File: src/dma_ctrl_regs.svh
`ifndef DMA_CTRL_REGS_SVH
`define DMA_CTRL_REGS_SVH

// ********************************************************************
// Control word field layout
// ********************************************************************
`define CTRL_MODE_MSB 2
`define CTRL_MODE_LSB 0
`define CTRL_NEXT_BURST_BIT 3
`define CTRL_COUNT_MSB 13
`define CTRL_COUNT_LSB 4
`define CTRL_RATE_MSB 17
`define CTRL_RATE_LSB 14

// ********************************************************************
// Field values and limits
// ********************************************************************
`define RATE_LAST_CODE 4'h9
`define MODE_INVALID 3'h0
`define MODE_BASIC 3'h1
`define MODE_AUTO_REQ 3'h2
`define MODE_PING_PONG 3'h3
`define MODE_MEM_SG_PRI 3'h4
`define MODE_MEM_SG_ALT 3'h5
`define MODE_PER_SG_PRI 3'h6
`define MODE_PER_SG_ALT 3'h7
`define COUNT_WIDTH 10
`define LEFT_WIDTH 11
`define LEFT_ONE 11'h001
`endif

File: src/dma_ctrl_pkg.sv
`include "dma_ctrl_regs.svh"
package dma_ctrl_pkg;

   // ****************************************************************
   // Types
   // ****************************************************************
   typedef enum logic [2:0] {
      MODE_INVALID = `MODE_INVALID,
      MODE_BASIC = `MODE_BASIC,
      MODE_AUTO_REQ = `MODE_AUTO_REQ,
      MODE_PING_PONG = `MODE_PING_PONG,
      MODE_MEM_SG_PRI = `MODE_MEM_SG_PRI,
      MODE_MEM_SG_ALT = `MODE_MEM_SG_ALT,
      MODE_PER_SG_PRI = `MODE_PER_SG_PRI,
      MODE_PER_SG_ALT = `MODE_PER_SG_ALT
   } op_mode_t;

   // Gray codes along idle -> run -> idle, stopped one step off idle
   typedef enum logic [1:0] {
      ST_IDLE = 2'h0,
      ST_RUN = 2'h1,
      ST_STOPPED = 2'h2
   } chan_state_t;

   typedef logic [`LEFT_WIDTH-1:0] left_t;

   // Transfers per arbitration group, zero when arbitration is off
   function automatic left_t group_size(input logic [3:0] code);
      left_t size;
      size = '0;
      if (code <= `RATE_LAST_CODE) begin
         size = `LEFT_ONE << code;
      end
      return size;
   endfunction

endpackage

File: src/ctrl_word_decode.sv
`timescale 1ns/100ps
`include "dma_ctrl_regs.svh"
module ctrl_word_decode (
   input wire logic [31:0] i_word,
   output dma_ctrl_pkg::op_mode_t o_mode,
   output dma_ctrl_pkg::left_t o_total,
   output dma_ctrl_pkg::left_t o_group,
   output logic o_next_burst,
   output logic o_alt_per_sg
);

   logic [`COUNT_WIDTH-1:0] count_field;
   logic [3:0] rate_field;

   // Field extraction, count is stored minus one
   always_comb begin
      count_field = i_word[`CTRL_COUNT_MSB:`CTRL_COUNT_LSB];
      rate_field = i_word[`CTRL_RATE_MSB:`CTRL_RATE_LSB];
      o_total = {1'b0, count_field} + `LEFT_ONE;
      o_group = dma_ctrl_pkg::group_size(rate_field);
      o_next_burst = i_word[`CTRL_NEXT_BURST_BIT];
      // Mode codes map one to one onto the enum
      o_mode = dma_ctrl_pkg::op_mode_t'(
         i_word[`CTRL_MODE_MSB:`CTRL_MODE_LSB]);
      o_alt_per_sg = (o_mode == dma_ctrl_pkg::MODE_PER_SG_ALT);
   end

endmodule

File: src/dma_channel_control_decode.sv
`timescale 1ns/100ps
`include "dma_ctrl_regs.svh"
module dma_channel_control_decode (
   input wire logic i_clock,
   input wire logic i_sys_rst,
   input wire logic i_load,
   input wire logic [31:0] i_ctrl_word,
   input wire logic i_xfer_done,
   input wire logic i_req_higher,
   input wire logic i_burst_set,
   input wire logic i_burst_clr,
   output logic o_xfer_req,
   output logic o_busy,
   output dma_ctrl_pkg::op_mode_t o_mode,
   output logic o_burst_only,
   output logic o_arb_point,
   output logic o_switch,
   output logic o_done,
   output logic o_invalid,
   output logic o_wb_valid,
   output logic [31:0] o_wb_word,
   output dma_ctrl_pkg::left_t o_left
);

   // ****************************************************************
   // State
   // ****************************************************************
   typedef struct packed {
      dma_ctrl_pkg::chan_state_t st;
      dma_ctrl_pkg::op_mode_t mode;
      dma_ctrl_pkg::left_t left;
      dma_ctrl_pkg::left_t grp_cnt;
      dma_ctrl_pkg::left_t grp_size;
      logic next_burst;
      logic alt_per_sg;
      logic [31:0] word;
      logic burst_only;
      logic arb_point;
      logic switch_ch;
      logic done;
      logic invalid;
      logic wb_valid;
      logic [31:0] wb_word;
   } ctl_t;

   // Registered state and its next value
   ctl_t ctl_r;
   ctl_t ctl_nxt;

   // Decoder outputs, only meaningful in the load cycle
   dma_ctrl_pkg::op_mode_t dec_mode;
   dma_ctrl_pkg::left_t dec_total;
   dma_ctrl_pkg::left_t dec_group;
   logic dec_next_burst;
   logic dec_alt_per_sg;

   // Shared arithmetic on the held counts
   dma_ctrl_pkg::left_t left_dec;
   dma_ctrl_pkg::left_t cnt_inc;
   logic grp_end;

   // Requests from the sequencer on the burst-only flag
   logic hw_burst_set;
   logic hw_burst_clr;

   // ****************************************************************
   // Control word decode
   // ****************************************************************
   ctrl_word_decode u_decode (
      .i_word(i_ctrl_word),
      .o_mode(dec_mode),
      .o_total(dec_total),
      .o_group(dec_group),
      .o_next_burst(dec_next_burst),
      .o_alt_per_sg(dec_alt_per_sg)
   );

   // Rewrites the count field of the held word, minus-one coded
   function automatic logic [31:0] put_count(
      input logic [31:0] word,
      input dma_ctrl_pkg::left_t left
   );
      logic [31:0] w;
      dma_ctrl_pkg::left_t m1;
      w = word;
      m1 = left - `LEFT_ONE;
      w[`CTRL_COUNT_MSB:`CTRL_COUNT_LSB] = m1[`COUNT_WIDTH-1:0];
      return w;
   endfunction

   // ****************************************************************
   // Next state
   // ****************************************************************
   always_comb begin
      ctl_nxt = ctl_r;
      // Event outputs live for one cycle only
      ctl_nxt.arb_point = 1'b0;
      ctl_nxt.switch_ch = 1'b0;
      ctl_nxt.done = 1'b0;
      ctl_nxt.invalid = 1'b0;
      ctl_nxt.wb_valid = 1'b0;
      hw_burst_set = 1'b0;
      hw_burst_clr = 1'b0;
      left_dec = ctl_r.left - `LEFT_ONE;
      cnt_inc = ctl_r.grp_cnt + `LEFT_ONE;
      // A zero group size means arbitration is off for this run
      grp_end = (ctl_r.grp_size != '0) &&
                (cnt_inc == ctl_r.grp_size);

      case (ctl_r.st)
         dma_ctrl_pkg::ST_IDLE, dma_ctrl_pkg::ST_STOPPED: begin
            if (i_load) begin
               ctl_nxt.mode = dec_mode;
               ctl_nxt.word = i_ctrl_word;
               ctl_nxt.left = dec_total;
               ctl_nxt.grp_cnt = '0;
               ctl_nxt.grp_size = dec_group;
               ctl_nxt.next_burst = dec_next_burst;
               ctl_nxt.alt_per_sg = dec_alt_per_sg;
               if (dec_mode == dma_ctrl_pkg::MODE_INVALID) begin
                  // Invalid descriptor: no transfers, channel stops
                  ctl_nxt.st = dma_ctrl_pkg::ST_STOPPED;
                  ctl_nxt.invalid = 1'b1;
               end else begin
                  ctl_nxt.st = dma_ctrl_pkg::ST_RUN;
               end
            end
         end
         dma_ctrl_pkg::ST_RUN: begin
            if (i_xfer_done) begin
               ctl_nxt.left = left_dec;
               ctl_nxt.grp_cnt = cnt_inc;
               if (left_dec == '0) begin
                  // Last transfer: retire the descriptor
                  ctl_nxt.st = dma_ctrl_pkg::ST_IDLE;
                  ctl_nxt.done = 1'b1;
                  ctl_nxt.wb_valid = 1'b1;
                  ctl_nxt.wb_word = put_count(ctl_r.word, `LEFT_ONE);
                  ctl_nxt.wb_word[`CTRL_MODE_MSB:`CTRL_MODE_LSB] =
                     `MODE_INVALID;
                  // Flag untouched unless the bit asks for it
                  hw_burst_set = ctl_r.next_burst &&
                                 ctl_r.alt_per_sg;
               end else if (grp_end) begin
                  ctl_nxt.grp_cnt = '0;
                  ctl_nxt.arb_point = 1'b1;
                  // Short tail left: the next group cannot be full
                  hw_burst_clr = (left_dec < ctl_r.grp_size);
                  if (i_req_higher) begin
                     // Park with the remaining count saved for resume
                     ctl_nxt.st = dma_ctrl_pkg::ST_IDLE;
                     ctl_nxt.switch_ch = 1'b1;
                     ctl_nxt.wb_valid = 1'b1;
                     ctl_nxt.wb_word = put_count(ctl_r.word, left_dec);
                  end
               end
            end
         end
         default: begin
            ctl_nxt.st = dma_ctrl_pkg::ST_IDLE;
         end
      endcase

      // Burst-only flag: any set beats any clear in the same cycle
      if (hw_burst_set || i_burst_set) begin
         ctl_nxt.burst_only = 1'b1;
      end else if (hw_burst_clr || i_burst_clr) begin
         ctl_nxt.burst_only = 1'b0;
      end
   end

   // ****************************************************************
   // Registers
   // ****************************************************************
   // Reset clears every field, so no stray pulse follows release
   always_ff @(posedge i_clock) begin
      if (i_sys_rst) begin
         ctl_r <= '{
            st: dma_ctrl_pkg::ST_IDLE,
            mode: dma_ctrl_pkg::MODE_INVALID,
            left: '0,
            grp_cnt: '0,
            grp_size: '0,
            next_burst: 1'b0,
            alt_per_sg: 1'b0,
            word: 32'h0000_0000,
            burst_only: 1'b0,
            arb_point: 1'b0,
            switch_ch: 1'b0,
            done: 1'b0,
            invalid: 1'b0,
            wb_valid: 1'b0,
            wb_word: 32'h0000_0000
         };
      end else begin
         ctl_r <= ctl_nxt;
      end
   end

   // ****************************************************************
   // Outputs
   // ****************************************************************
   // Request stays up for the whole run, the bus answers per transfer
   assign o_xfer_req = (ctl_r.st == dma_ctrl_pkg::ST_RUN);
   assign o_busy = (ctl_r.st == dma_ctrl_pkg::ST_RUN);

   // Descriptor mode, held until the next load; burst-only flag held until set or cleared
   assign o_mode = ctl_r.mode;
   assign o_burst_only = ctl_r.burst_only;

   // Event pulses, each high for one cycle
   assign o_arb_point = ctl_r.arb_point;
   assign o_switch = ctl_r.switch_ch;
   assign o_done = ctl_r.done;
   assign o_invalid = ctl_r.invalid;
   assign o_wb_valid = ctl_r.wb_valid;

   // Write-back word stands until the next write-back
   assign o_wb_word = ctl_r.wb_word;
   assign o_left = ctl_r.left;

endmodule

File: config.mk
export PLATFORM = sky130hd
export DESIGN_NAME = dma_channel_control_decode
export DESIGN_NICKNAME = d
export VERILOG_FILES = /design/src/dma_ctrl_pkg.sv /design/src/ctrl_word_decode.sv /design/src/dma_channel_control_decode.sv
export VERILOG_INCLUDE_DIRS = /design/src
export SDC_FILE = /design/constraint.sdc
export NUM_CORES = 1
export LEC_CHECK = 0
export BUFFER_PORTS_ARGS = -buffer_cell sky130_fd_sc_hd__buf_2
export CORE_UTILIZATION = 57
export DETAILED_ROUTE_END_ITERATION = 10
export PLACE_DENSITY = 0.81
export REMOVE_ABC_BUFFERS = 1
export SLEW_MARGIN = 30
export SYNTH_ARGS = -nofsm -noshare
export SYNTH_HDL_FRONTEND = slang
export SYNTH_SLANG_ARGS = --single-unit
export TNS_END_PERCENT = 5
File: constraint.sdc
create_clock -name i_clock -period 3.92 [get_ports i_clock]
set_input_delay 0.784 -clock i_clock [delete_from_list [all_inputs] [get_ports i_clock]]
set_output_delay 0.784 -clock i_clock [all_outputs]
set_load 0.005 [all_outputs]
==> out/results.ini <==
[sta]
report.final.slew_viol_count = 0
min_period_ps = 3350
finalClockSkew_ps = 10.3
rsz0062_at_grt = false
slew_headroom_pct = 40.4
worst_slew_pin_slew_ps = 893
finalCritPeriodShare_pct = 85.5
whs_ps = 460
max_freq_mhz = 298
hold_viol = 0
finalWorstSetupSlack_ps = 569
fin_tns_setup_ps = 0
finalSetupViolCount = 0

[placed_design]
dpl_cell_area_um2 = 5470
dp_hpwl_um = 9150
io_buffers = 92
place_congestion = 0.970
pre_cts_ws_ps = 508

[detailed_routing]
via_per_inst = 6.01
routed-via-count = 4850
routedWlPerCell_um = 15.7
postRouteAntennaNets = 0
initialDrtViolationCount = 363
first_pass_iters = 4
drc = 0
drt_wl_total_um = 12700

[power]
cellPowerDensity_nw_per_um2 = 370
p_leak_nw = 2.22
irDropWorstVdd_mv = 0.227

[setup_path]
end_kind = flip-flop
cpPeakStageDelay_ps = 600
cpMaxStageDelayCell = a31oi_1
path_class = reg2reg
worstPathRequired_ps = 4220
crit_path_start_kind = flip-flop
worst-path-max-fanout = 9
crit_chain = inv_1, ha_1, or4b_4, o31ai_4, nand4_2, or4_4, a31oi_1, a21oi_1, mux2i_1
worstPathArrival_ps = 3650

[floorplan]
start_util_pct = 60.2
die_y_um = 98.9
core-area_um2 = 8890
ioPinCount = 93
rows = 34
die_w_um = 98.9
fp.dieArea_um2 = 9780

[global_route]
grt_max_degree = 48
antenna_found_initial = 0
grt_pass1_vias = 4517
grt_pass1_wl_um = 21100
overflow = 0
grtUsageTotal_pct = 26.8

[outcome]
status = finished, final reports clean

[logic_synthesis]
ys_ff_latch = 96
syn_area_per_cell_um2 = 7.98
async_flop_share_pct = 0
synth_cell_types = 61
mappedNetlistArea_um2 = 5350
yosysWarnings = 0
ys.flop_type = dfxtp_1
syn_inst = 671
synth-edff-count = 0
synth.yosys.seq_area_share_pct = 35.9

[layout]
fin_area_um2 = 5670
nets = 748
drive_gt1_share_pct = 18.3
fillers = 771
final_common_cell = dfxtp_1
utilization_pct = 63.8
syn_to_final_growth_pct = 5.94
final_cell_mix = dfxtp_1 (96), buf_2 (92), nand2_1 (80)
antenna_cells = 0

[hold_path]
hold_class = reg2reg

[clocking]
cts_made_buffers = 9
htree_levels = 3
holdBufCountCts = 0
ctsLongestPathBuffers = 2
cts_tree = built
root_buffer = clkbuf_8
path_clk_slew_ps = 90
clk_latency_ps = 370
cts-resized-gates = 0
postCtsSetupBuffers = 0
clkSinkCount = 96

[flow_run]
drv_cap = 0

==> state kept, by name (all words and copies together), names as in the netlist <==
register / count
ctl_r: 45
o_arb_point: 1
o_burst_only: 1
o_done: 1
o_invalid: 1
o_left: 11
o_mode: 2
o_switch: 1
o_wb_valid: 1
o_wb_word: 32
==> final cells by class <==
cell class / instances / area, um^2 / share of cell area, %
clock buffers: 11 / 131 / 2.32
well taps: 108 / 135 / 2.38
inverters: 22 / 82.6 / 1.46
clock inverters: 4 / 53.8 / 0.949
flip-flops and latches: 96 / 1920 / 33.9
multi-input cells: 464 / 2810 / 49.5
repair buffers: 102 / 539 / 9.51
==> power by group <==
group	total, mW	leakage (nW)	internal (mW)	switching, mW
sequential	1.04	0.780	1.00	0.0356
clock	0.633	0.0860	0.294	0.339
combinational	0.426	1.35	0.170	0.256
==> metal layers <==
| layer | vias up | wire [um] | global-route usage, % |
|---|---|---|---|
| li1 | 2368 | - | - |
| met1 | 2285 | 5610 | 33.9 |
| met2 | 178 | 5940 | 44.0 |
| met3 | 19 | 973 | 8.37 |
| met4 | 0 | 158 | 7.46 |
| met5 | - | 0 | 0 |
==> Yosys cell counts, drive strengths merged, types with 3 or more instances <==
cell type / number / share of area (%)
clkbuf: 26 / 1.8
o21ai: 42 / 3.9
and2: 4 / 0.47
a31o: 3 / 0.65
nand3b: 4 / 0.56
and3: 3 / 0.35
nand2b: 6 / 0.70
or3: 7 / 0.82
or4: 5 / 0.77
inv: 22 / 1.5
a31oi: 4 / 0.47
dfxtp: 96 / 36
ha: 14 / 3.3
nor3: 20 / 1.9
mux2i: 3 / 0.56
nor4: 7 / 0.82
o2111ai: 3 / 0.49
nand2: 80 / 5.6
a21o: 3 / 0.42
nand4: 5 / 0.70
nor4b: 3 / 0.49
nor2: 36 / 2.5
a21oi: 67 / 6.3
xor2: 15 / 2.5
nand3: 39 / 3.6
o31ai: 4 / 0.82
a221oi: 4 / 0.65
xnor2: 21 / 3.4
buf: 63 / 8.4
a211oi: 3 / 0.42
a22o: 9 / 1.5
a22oi: 12 / 1.7
nor2b: 10 / 1.3
==> worst max-delay path: cells and delay by family (launching register included) <==
family | cells | cell delay [ps]
mux | 1 | 150
fa+ha+maj | 1 | 340
buf+inv | 1 | 110
compound gates | 3 | 1010
flops | 1 | 400
simple gates | 3 | 1270
==> final timing paths <==
kind,startpoint,endpoint,slack [ps],depth (start not counted)
min reg2reg,ctl_r[70],ctl_r[70],460,2
min,ctl_r[70],ctl_r[70],460,2
max,o_left[1],ctl_r[85],570,9
max reg2reg,o_left[1],ctl_r[85],570,9
==> logic make-up after synthesis <==
family / count (synthesis) / synth area share (%)
flops: 96 / 35.9
xor+xnor: 36 / 5.89
buf+inv: 111 / 11.8
simple gates: 237 / 22.1
mux: 3 / 0.561
compound gates: 174 / 20.5
fa+ha+maj: 14 / 3.27
==> metrics by stage <==
step                      std cells  power [mW]
after floorplan                 582        1.33
after global placement          791        1.46
after detailed placement        791        1.48
after CTS                       806        2.11
after global routing            807        2.21
final                           807        2.10
Note: power is estimated with default switching activity, not from simulation.
